`src/shared/poc_pkg.sv`:
```
/*
 * constants for the pluggable optic control and status block:
 * serial device addresses, memory size, status byte layout, timing.
 * assumes a 200 MHz core clock.
 */
package poc_pkg;
    localparam logic [6:0] DEV_ID_ADDR   = 7'h50;  // 8-bit form A0
    localparam logic [6:0] DEV_DIAG_ADDR = 7'h51;  // 8-bit form A2
    localparam logic [6:0] DEV_TEST_ADDR = 7'h58;  // 8-bit form B0, never answered
    localparam int         MEM_AW        = 9;      // two 256-byte spaces
    localparam logic [7:0] CTRL_STAT_OFS = 8'h6E;  // control/status byte
    localparam int         BIT_PIN_OFF   = 7;
    localparam int         BIT_SOFT_OFF  = 6;
    localparam int         BIT_FAULT     = 2;
    localparam int         BIT_LOS       = 1;
    localparam logic [7:0] CTRL_RESET    = 8'h00;
    localparam int         CLK_MHZ       = 200;
    localparam int         HOLD_NS       = 300;    // sda hold after scl falls
    localparam int         HOLD_CYC      = (HOLD_NS * CLK_MHZ + 999) / 1000;
    localparam logic [3:0] BIT_LAST      = 4'h7;
    localparam logic [3:0] BIT_ACK       = 4'h8;
    typedef enum logic [2:0] {
        ST_IDLE  = 3'b000,
        ST_ADDR  = 3'b001,
        ST_WOFS  = 3'b010,
        ST_WDATA = 3'b011,
        ST_READ  = 3'b100,
        ST_RACK  = 3'b101
    } poc_state_t;
endpackage

```
`src/hw/poc_top.sv`:
```
/*
 * control/status logic of a pluggable optic: shutdown pin, latched fault,
 * loss of signal, and an eeprom-style two-wire slave over two spaces.
 * assumes scl/sda/shutdown pins are asynchronous and synchronised here;
 * the host pulls sda up and keeps its own shutdown spacing.
 */
// Overview of operation
// RULE1 - answer two-wire transfers like small serial eeprom
// RULE2 - identification space, 256 bytes, at A0
// RULE3 - diagnostic space, 256 bytes, at A2
// RULE4 - B0 reserved, never acknowledged
// RULE5 - shutdown pin high turns transmitter off
// RULE6 - floating shutdown pin counts as asserted
// RULE7 - host spaces shutdown assertions 10 ms apart
// RULE8 - byte 110: bit6 soft shutdown, bit7 pin
// RULE9 - transmitter off is soft OR pin
// RULE10 - laser fault raises fault output, laser off
// RULE11 - fault latches until shutdown toggles
// RULE12 - shutdown cycle clears fault, allows restart
// RULE13 - latched fault shown in byte 110 bit2
// RULE14 - unsafe optical level disables transmitter
// RULE15 - shutdown and loss states mirrored readable
// RULE16 - loss output high when input unusable, bit1
// RULE17 - byte 110 reads return live states
`timescale 1ns/1ps
module poc_top (
    input  wire logic clock_in,
    input  wire logic nrst_in,
    input  wire logic scl_in,                // serial clock pin
    input  wire logic sda_in,                // serial data pin level
    output logic      sda_out,               // always low when driven
    output logic      sda_oe_out,            // high pulls sda low
    input  wire logic tx_shutdown_in,        // pin, pulled up outside
    input  wire logic laser_fault_in,        // catastrophic fault detect
    input  wire logic unsafe_power_in,       // eye safety monitor
    input  wire logic signal_unusable_in,    // receive detector
    output logic      laser_enable_out,      // high lets laser emit
    output logic      tx_fault_out,          // latched fault
    output logic      receive_signal_lost_out
);
    typedef struct packed {
        logic [1:0]          scl_s;   // scl sync
        logic [1:0]          sda_s;   // sda sync
        logic [1:0]          dis_s;   // shutdown sync
        logic [1:0]          flt_s;
        logic [1:0]          uns_s;
        logic [1:0]          los_s;
        logic                scl_d;   // last synced scl
        logic                sda_d;   // last synced sda
        logic                dis_d;   // last synced shutdown
        poc_pkg::poc_state_t st;
        logic [3:0]          bitn;    // bit counter
        logic [7:0]          shreg;   // shift register
        logic                space;   // 1 = diagnostic
        logic [7:0]          ofs;     // byte pointer
        logic                soft_off;
        logic                fault;
        logic                ack;     // driving ack low
        logic                drive;   // sda driven low
        logic [7:0]          hold;    // hold-time counter
        logic                pend;    // sda change waiting on hold
        logic                pend_v;
        logic                las;
        logic                los;
    } poc_s_t;

    poc_s_t     s_reg;                // all state
    poc_s_t     s_next;               // next state
    logic       mem_we;               // memory write strobe
    logic [7:0] mem_rd;               // memory read data
    logic [7:0] live_byte;            // control/status byte

    // live control/status byte
    function automatic logic [7:0] ctrl_byte(input poc_s_t s);
        logic [7:0] b;
        b = poc_pkg::CTRL_RESET;
        b[poc_pkg::BIT_PIN_OFF]  = s.dis_s[1];   // [RULE8] [RULE15]
        b[poc_pkg::BIT_SOFT_OFF] = s.soft_off;   // [RULE8]
        b[poc_pkg::BIT_FAULT]    = s.fault;      // [RULE13]
        b[poc_pkg::BIT_LOS]      = s.los_s[1];   // [RULE16] [RULE15]
        return b;
    endfunction

    assign live_byte = ctrl_byte(s_reg);
    assign mem_we = (s_reg.st == poc_pkg::ST_WDATA) && (s_reg.bitn == poc_pkg::BIT_LAST)
                    && s_reg.scl_s[1] && !s_reg.scl_d;

    poc_mem u_mem (
        .clock_in  (clock_in),
        .we_in     (mem_we),
        .addr_in   ({s_reg.space, s_reg.ofs}),
        .wdata_in  ({s_reg.shreg[6:0], s_reg.sda_s[1]}),
        .rdata_out (mem_rd)
    );

    // next-state logic: pins, fault latch, serial slave
    always_comb begin
        logic rise;
        logic fall;
        logic start;
        logic stop;
        logic [7:0] rbyte;
        s_next = s_reg;
        rise  = s_reg.scl_s[1] && !s_reg.scl_d;
        fall  = !s_reg.scl_s[1] && s_reg.scl_d;
        start = s_reg.scl_s[1] && s_reg.sda_d && !s_reg.sda_s[1];
        stop  = s_reg.scl_s[1] && !s_reg.sda_d && s_reg.sda_s[1];
        rbyte = (s_reg.space && s_reg.ofs == poc_pkg::CTRL_STAT_OFS) ? live_byte : mem_rd;
        s_next.scl_s = {s_reg.scl_s[0], scl_in};
        s_next.sda_s = {s_reg.sda_s[0], sda_in};
        s_next.dis_s = {s_reg.dis_s[0], tx_shutdown_in};  // [RULE6] pull-up outside
        s_next.flt_s = {s_reg.flt_s[0], laser_fault_in};
        s_next.uns_s = {s_reg.uns_s[0], unsafe_power_in};
        s_next.los_s = {s_reg.los_s[0], signal_unusable_in};
        s_next.scl_d = s_reg.scl_s[1];
        s_next.sda_d = s_reg.sda_s[1];
        s_next.dis_d = s_reg.dis_s[1];
        s_next.los   = s_reg.los_s[1];                    // [RULE16]
        // fault latch; falling edge of shutdown clears, new fault wins
        if (s_reg.flt_s[1]) begin
            s_next.fault = 1'b1;                          // [RULE10] [RULE11]
        end else if (s_reg.dis_d && !s_reg.dis_s[1]) begin
            s_next.fault = 1'b0;                          // [RULE11] [RULE12]
        end
        s_next.las = !(s_reg.dis_s[1] || s_reg.soft_off)  // [RULE5] [RULE9]
                     && !s_next.fault && !s_reg.flt_s[1]  // [RULE10]
                     && !s_reg.uns_s[1];                  // [RULE14]
        // delayed sda change after scl falls
        if (s_reg.hold != 8'h00) begin
            s_next.hold = s_reg.hold - 8'h01;
        end else if (s_reg.pend) begin
            s_next.drive = s_reg.pend_v;
            s_next.pend  = 1'b0;
        end
        if (start) begin
            s_next.st = poc_pkg::ST_ADDR;                 // [RULE1]
            s_next.bitn = 4'h0;
            s_next.drive = 1'b0;
            s_next.pend = 1'b0;
        end else if (stop) begin
            s_next.st = poc_pkg::ST_IDLE;
            s_next.drive = 1'b0;
            s_next.pend = 1'b0;
        end else if (rise && s_reg.st != poc_pkg::ST_IDLE) begin
            if (s_reg.bitn == poc_pkg::BIT_ACK) begin
                s_next.bitn = 4'h0;
                if (s_reg.st == poc_pkg::ST_RACK && s_reg.sda_s[1]) begin
                    s_next.st = poc_pkg::ST_IDLE;         // master nack ends read
                end else if (s_reg.st == poc_pkg::ST_RACK) begin
                    s_next.st = poc_pkg::ST_READ;
                end else if (!s_reg.ack) begin
                    s_next.st = poc_pkg::ST_IDLE;
                end
            end else begin
                s_next.shreg = {s_reg.shreg[6:0], s_reg.sda_s[1]};
                s_next.bitn  = s_reg.bitn + 4'h1;
            end
        end else if (fall && s_reg.st != poc_pkg::ST_IDLE) begin
            s_next.hold = 8'(poc_pkg::HOLD_CYC);
            s_next.pend = 1'b1;
            s_next.pend_v = 1'b0;
            if (s_reg.bitn == poc_pkg::BIT_ACK) begin
                // address/data byte just completed: decide ack
                s_next.ack = 1'b0;
                case (s_reg.st)
                    poc_pkg::ST_ADDR: begin
                        if (s_reg.shreg[7:1] == poc_pkg::DEV_ID_ADDR ||
                            s_reg.shreg[7:1] == poc_pkg::DEV_DIAG_ADDR) begin
                            s_next.ack = 1'b1;            // [RULE2] [RULE3] [RULE4]
                            s_next.space = s_reg.shreg[1];
                            s_next.st = s_reg.shreg[0] ? poc_pkg::ST_READ
                                                       : poc_pkg::ST_WOFS;
                        end
                    end
                    poc_pkg::ST_WOFS: begin
                        s_next.ack = 1'b1;
                        s_next.ofs = s_reg.shreg;
                        s_next.st  = poc_pkg::ST_WDATA;
                    end
                    poc_pkg::ST_WDATA: begin
                        s_next.ack = 1'b1;
                        if (s_reg.space && s_reg.ofs == poc_pkg::CTRL_STAT_OFS) begin
                            s_next.soft_off = s_reg.shreg[poc_pkg::BIT_SOFT_OFF]; // [RULE8]
                        end
                        s_next.ofs = s_reg.ofs + 8'h01;
                    end
                    poc_pkg::ST_READ: begin
                        s_next.ofs = s_reg.ofs + 8'h01;
                        s_next.st  = poc_pkg::ST_RACK;
                    end
                    default: begin
                        s_next.ack = 1'b0;
                    end
                endcase
                s_next.pend_v = s_next.ack;
                if (s_reg.st == poc_pkg::ST_ADDR && s_reg.shreg[0] && s_next.ack) begin
                    s_next.bitn = poc_pkg::BIT_ACK;
                end
            end else if (s_reg.st == poc_pkg::ST_READ) begin
                s_next.pend_v = !rbyte[3'(poc_pkg::BIT_LAST - s_reg.bitn)]; // [RULE17]
            end
        end
    end

    // state register
    always_ff @(posedge clock_in or negedge nrst_in) begin
        if (!nrst_in) begin
            s_reg <= '0;
            s_reg.dis_s <= 2'b11;   // off until pin seen low [RULE6]
            s_reg.dis_d <= 1'b1;
            s_reg.scl_s <= 2'b11;
            s_reg.sda_s <= 2'b11;
            s_reg.scl_d <= 1'b1;
            s_reg.sda_d <= 1'b1;
        end else begin
            s_reg <= s_next;
        end
    end

    assign sda_out = 1'b0;
    assign sda_oe_out = s_reg.drive;
    assign laser_enable_out = s_reg.las;
    assign tx_fault_out = s_reg.fault;
    assign receive_signal_lost_out = s_reg.los;

    a_fault_latch: assert property (@(posedge clock_in) disable iff (!nrst_in) // [RULE11]
        $rose(s_reg.flt_s[1]) |=> tx_fault_out [*2]) else $error("fault not latched");
    a_laser_off_pin: assert property (@(posedge clock_in) disable iff (!nrst_in) // [RULE5]
        s_reg.dis_s[1] |=> !laser_enable_out) else $error("laser on with pin high");
    a_laser_off_soft: assert property (@(posedge clock_in) disable iff (!nrst_in) // [RULE9]
        s_reg.soft_off |=> !laser_enable_out) else $error("laser on with soft off");
    a_laser_off_fault: assert property (@(posedge clock_in) disable iff (!nrst_in) // [RULE10]
        tx_fault_out |-> !laser_enable_out) else $error("laser on during fault");
    a_unsafe_off: assert property (@(posedge clock_in) disable iff (!nrst_in) // [RULE14]
        s_reg.uns_s[1] |=> !laser_enable_out) else $error("laser on while unsafe");
    a_fault_clear: assert property (@(posedge clock_in) disable iff (!nrst_in) // [RULE12]
        $fell(s_reg.dis_s[1]) && !s_reg.flt_s[1] |=> !tx_fault_out) else $error("fault stuck");
    a_los_follow: assert property (@(posedge clock_in) disable iff (!nrst_in) // [RULE16]
        s_reg.los_s[1] |=> receive_signal_lost_out) else $error("los not shown");
    // the fault bit served on the wire during a status byte read
    a_status_bits: assert property (@(posedge clock_in) disable iff (!nrst_in) // [RULE13]
        s_reg.st == poc_pkg::ST_READ && s_reg.space && s_reg.ofs == poc_pkg::CTRL_STAT_OFS
        && s_reg.bitn == poc_pkg::BIT_LAST - 4'(poc_pkg::BIT_FAULT)
        && !s_reg.scl_s[1] && s_reg.scl_d
        |=> s_reg.pend_v == !$past(tx_fault_out)) else $error("fault bit not served");
endmodule

```
`src/hw/poc_mem.sv`:
```
/*
 * two 256-byte spaces as one 512-byte memory, registered read data.
 * assumes contents are loaded by serial writes; no preload.
 */
`timescale 1ns/1ps
module poc_mem (
    input  wire logic                       clock_in,
    input  wire logic                       we_in,
    input  wire logic [poc_pkg::MEM_AW-1:0] addr_in,
    input  wire logic [7:0]                 wdata_in,
    output logic      [7:0]                 rdata_out
);
    logic [7:0] mem [0:(1<<poc_pkg::MEM_AW)-1];  // byte array

    // write port and registered read port
    always_ff @(posedge clock_in) begin
        if (we_in) begin
            mem[addr_in] <= wdata_in;
        end
        rdata_out <= mem[addr_in];
    end
endmodule

```
`config.mk`:
```
export PLATFORM = sky130hd
export DESIGN_NAME = poc_top
export DESIGN_NICKNAME = d
export VERILOG_FILES = /design/src/shared/poc_pkg.sv /design/src/hw/poc_top.sv /design/src/hw/poc_mem.sv
export SDC_FILE = /design/constraint.sdc
export NUM_CORES = 2
export LEC_CHECK = 0
export BUFFER_PORTS_ARGS = -buffer_cell sky130_fd_sc_hd__buf_4
export CAP_MARGIN = 10
export CORE_UTILIZATION = 27
export DETAILED_ROUTE_END_ITERATION = 8
export PLACE_DENSITY = 0.42
export SETUP_SLACK_MARGIN = 0.15
export SLEW_MARGIN = 10
export SYNTH_ARGS = -nofsm -noshare
export SYNTH_HDL_FRONTEND = slang
export SYNTH_SLANG_ARGS = --single-unit
```
`constraint.sdc`:
```
create_clock -name clock_in -period 22.8 [get_ports clock_in]
set_input_delay 1.14 -clock clock_in [delete_from_list [all_inputs] [get_ports clock_in]]
set_output_delay 1.14 -clock clock_in [all_outputs]
set_load 0.01 [all_outputs]
```
# Word-level counts from Yosys, hierarchy flattened
# Memories as Yosys holds them, arrays and structs flattened. A register that Yosys moved wholly into a read port is not among the register bits.
# Cells that the tools add are included.
dict set report totals {
  regBits 55
  input_bits 8
  memories 1
  ramBits 4096
  out_inout_bits 5
  elab_cells 152
}
# memory depth width rd rd_clocked_by_memory_dff wr line_no
set memory_table {}
lappend memory_table {u_mem.mem 512 8 1 1 1 poc_mem.sv:13} ;# logic [7:0] mem [0:(1<<poc_pkg::MEM_AW)-1];
dict set report classes {
  bitwise_logic 4
  order_cmp 1
  eq_ne 14
  muxes 53
  add_sub_neg 4
  n_reduce_logical 52
}
# cell count
set ops {}
lappend ops {{$mux 10} 5}
lappend ops {{$mux 8} 6}
lappend ops {{$mux 7} 4}
lappend ops {{$mux 1} 24}
lappend ops {{$mux 22} 1}
lappend ops {{$mux 3} 7}
lappend ops {{$logic_and 1x1->1} 19}
lappend ops {{$reduce_bool 3->1} 6}
lappend ops {{$pmux 8 s2} 1}
lappend ops {{$eq 7x7->1 const B} 2}
lappend ops {{$reduce_and 7->1} 2}
lappend ops {{$reduce_and 4->1} 3}
lappend ops {{$logic_not 1->1} 10}
lappend ops {{$reduce_and 5->1} 2}
lappend ops {{$pmux 3 s3} 1}
lappend ops {{$add 8x1->8 const B} 1}
lappend ops {{$eq 8x7->1 const B} 1}
lappend ops {{$mux 4} 2}
lappend ops {{$reduce_bool 8->1} 1}
lappend ops {{$sub 8x1->8 const B} 1}
lappend ops {{$eq 3x2->1 const B} 2}
lappend ops {{$eq 3x3->1 const B} 2}
lappend ops {{$ne 6x4->1 const B} 1}
lappend ops {{$reduce_and 6->1} 1}
lappend ops {{other kinds (18)} 23}

# Longest topological paths before layout
dict set report logic_depth {
  ltp_word 16
  mapped_depth 13
}

# Hierarchy
# A second synthesis with hierarchy kept.
dict set report hier_totals {
  hier_cells 7837
  area_unflattened_um2 161100.8
}
# module seq_area_each_um2 area_each_um2 cells_per_inst instances
set modules_own_cells {}
lappend modules_own_cells {poc_mem 123158.1 158359.4 7575 1}
lappend modules_own_cells {poc_top 1387.6 2741.4 262 1}

# Worst setup path before layout
# Ideal clock, no wire load.
dict set report synth_timing {
  path_kind {register -> register}
  startpoint {register s_reg[27] (netlist name)}
  endpoint {register s_reg[38] (netlist name)}
  stages_incl_launch_ff 8
  n_path_buf 0
  t_required_ps 22660
  setup_slack_ps 15090
  period_less_slack_ps 7710
  t_arrival_ps 7569
  path_cell_list {dfrtp_1 nor4_1 a41oi_1 o21ai_0 a22oi_1 o21ai_0 a21oi_1 o21ai_0}
}
dict set report synth_via {
  elab_chain_cells 4
  elab_cells_between_ends 5
  cone_classes {eq/ne (3); reduce/logical (2)}
}
# item line_no
set synth_lines {}
lappend synth_lines {{start: declaration} poc_top.sv:67} ;# poc_s_t s_reg;
lappend synth_lines {{start signal: assignment} poc_top.sv:216} ;# s_reg <= s_next;
lappend synth_lines {{$eq 7x7->1, on equally long branches} {poc_top.sv:167, poc_top.sv:168}}
lappend synth_lines {{$logic_or 1x1->1 (*)} poc_top.sv:167} ;# if (s_reg.shreg[7:1] == poc_pkg::DEV_ID_ADDR ||
lappend synth_lines {{$ne 5x5->1 (no line) (*)} n/a}
lappend synth_lines {{$reduce_and 5->1 (no line) (*)} n/a}
# Mark *: on every way between the ends. The rest lies on a longest branch, timed or not.
# A chain may end at the register's enable or synchronous reset.

==> summary.md <==
| Metric | Value |
|---|---|
| Slew Viols, Final | 0 |
| Post-synthesis sequential area ratio | between 70% and 80% |
| Final net count | 8,043 |
| Die X | 776 um |
| FILL cells | approximately 57,000 |
| Clk network pwr share | 31.0% |
| Share of cells above drive strength 1 | between 20% and 30% |
| EDFF count, synth | 4,096 |
| PwrDens | about 130 mW/mm^2 |
| CTS Sinks | 4,159 |
| Post-CTS Setup Repair Bufs | 0 |
| Crit path DAT | between 7000 and 8000 ps |
| Wl on met1 | 227,000 um |
| Area Overhead vs Synth | 15.2% |
| Final WL | ~520,000 um |
| Core ar. | 0.598 mm^2 |
| Cts repair resizes | 0 |
| Tot GR Track Use | 16.8% |
| Cell leakage power | roughly 58 nW |
| Remaining Overflow, GRT | 0 |
| Min-delay src | tx_shutdown_in |
| Max Used Layer | met5 |
| Remaining DRCs | 0 |
| Switching power | 7.98 mW |
| I/O pin total | 13 |
| Detailed-route wire length per cell | approximately 32 um |
| CP startpoint kind | register |
| Slew @ Worst Pin | roughly 1400 ps |
| Synthesized Nets | 7,844 |
| Netlist Area Pre-Place | 0.162 mm^2 |
| Antenna violations before repair | 21 |
| IO buf count | 11 |
| DP Cell Count | 15,576 |
| Tcrit/Tclk final | about 28% |
| Seq cells post-synth | roughly 4,200 |
| Netlist cell types | 83 |
| First-pass GRT wire length | around 710,000 um |
| Largest net degree at the start of global routing | 179 |
| RSZ-0062 raised after global routing | false |
| Pint | approximately 16 mW |
| Kind of critical path | register to register |
| Final hold viol count | 0 |
| Util after Layout | between 30% and 40% |
| Final setup viols | 0 |
| YS warnings | 0 |
| DP Wirelength | 322,000 um |
| Critical Path End Type | register |
| Peak supply drop | 0.0992 mV |
| Cell row count | 284 |
| R2r startpoint | s_reg[16] |
| Die Y | around 780 um |
| Combinational share of power | 28.8% |
| TritonCTS clock tree | yes |
| Commonest non-fill, non-tap cells in the layout | edfxtp_1 (4,096), mux4_2 (920), nor2_1 (578), clkbuf_16 (455), mux2i_1 (357) |
| Required time worst endpoint | 23,680 ps |
| Total CTS buffers | 454 |
| Root Buffer | clkbuf_16 |
| HP Class | input port to register |
| Worst Setup SP | s_reg[16] |
| Vias | 80,796 |
| Mean Syn Cell Area | 20.7 um^2 |
| Vias in the first global route | 82,715 |
| Crit-path max FO | 73 |
| Asr flop ratio synth | ~1.3% |
| Worst-Skew Late Latency | 1050 ps |
| Normalized max-slew margin | ~4.2% |
| Post-CTS Hold Fix Bufs | 0 |
| Commonest non-fill, non-tap cell in the layout | edfxtp_1 |
| Post-DRT Antenna Nets | 0 |
| Met3 wire length | 30,300 um |
| Reg clk slew, reported paths | 60 ps |
| Initial core utilization | between 20% and 30% |
| Synth Instances | 7,828 |
| DRT Pass-1 Iters | 7 |
| Finished Layout Cells | about 16,000 |
| Sequential fraction of design power | between 40% and 50% |
| F_max | between 150 and 200 MHz |
| Max reg flops | 4,096 |
| Global placer's final weighted congestion | 0.811 |
| Switching fraction of total power | between 30 and 40% |
| Prevailing post-synth register cell | edfxtp_1 |
| Drt initial violations | 8,248 |
| Max Buffers Root-to-Sink | 4 |
| Metal2 WL | 249,000 um |
| Vias/cell | 4.92 |
| Outcome | finished clean |
| Post-layout min period | approximately 6500 ps |
| Setup TNS | 0 ps |
| Setup Skew | 88.1 ps |
| H-Tree Depth | 5 |
| Max_cap viols | 0 |
| Die area | 0.603 mm^2 |
[cells in the mapped netlist, types with 40 or more instances]
cell type	count	share of area, %
a211oi_1	41	0.19
a21oi_1	107	0.33
a22oi_1	100	0.46
buf_1	48	0.11
buf_2	182	0.56
buf_4	40	0.19
buf_6	40	0.28
clkbuf_1	178	0.41
dfrtp_1	46	0.71
edfxtp_1	4096	76
mux2_2	61	0.42
mux2i_1	357	2.2
mux4_2	920	13
nand2_1	172	0.40
nand3_1	126	0.39
nand4_1	57	0.22
nor2_1	588	1.4
o21ai_0	115	0.36
o22ai_1	145	0.56
[area by class of cell]
cell class	instances	area, um^2	area share (%)
flip-flops and latches	4159	125000	66.8
clock inverters	302	2990	1.60
repair buffers	234	1970	1.05
clock buffers	540	11700	6.28
inverters	17	73.8	0.0396
well taps	8008	10000	5.37
multi-input cells	3161	35200	18.9
diodes	8	20.0	0.0107
[power by group through the flow]
stage	clock [mW]	sequential (mW)	combinational [mW]
after floorplan	0	10.2	3.60
after global placement	0	9.62	6.85
after detailed placement	0	9.63	6.90
after CTS	7.45	9.47	6.91
after global routing	7.70	9.48	7.09
final	7.30	9.47	6.78
[worst paths after layout]
| path | to | slack [ps] | cells past startpoint |
|---|---|---|---|
| worst min-delay path | s_next[50] | 230 | 1 |
| max in group asynchronous | s_reg[21] | 21900 | 1 |
| min in group asynchronous | laser_enable_out | 240 | 1 |
| worst max register to register | u_mem.rdata_out[2] | 16340 | 11 |
| worst min register to register | live_byte[1] | 350 | 0 |
| worst max-delay path | u_mem.rdata_out[2] | 16340 | 11 |
[cell families after synthesis]
logic type                 after synthesis  synth area share [%]
buffers and inverters                  508                  1.62
AOI/OAI and AO/OA                      667                  2.72
other                                    1               0.00232
muxes                                 1338                  15.4
DFF                                   4159                  76.9
adders and majority gates                8                0.0618
and+or+nand+nor                       1140                  3.21
xor gates and xnor gates                 7                0.0379
[per-stage QoR]
step	area (um^2)	power, mW	hold slack, ps	setup slack [ps]
2_1_floorplan	162000	13.8	331	15090
3_3_place_gp	172000	16.5	340	15820
3_5_place_dp	172000	16.5	336	16220
4_1_cts	187000	23.8	125	16200
5_1_grt	187000	24.3	177	15910
6_report	187000	23.6	232	16340
[layer usage]
layer | global-route usage, % | vias up
li1 | - | 32986
met1 | 23.2 | 44518
met2 | 27.5 | 2662
met3 | 2.91 | 620
met4 | 4.14 | 10
met5 | 0 | -
[critical path: stages, from the launching register on]
cell and delay [ps]:
dfrtp_4 740, buf_4 610, buf_12 540, buf_4 700
buf_4 700, mux4_2 590, mux2i_1 350, o22ai_1 150
nor3_1 420, nand4_1 200, nor4_2 860, nand3_1 170
Note: power is estimated with default switching activity, not from simulation.
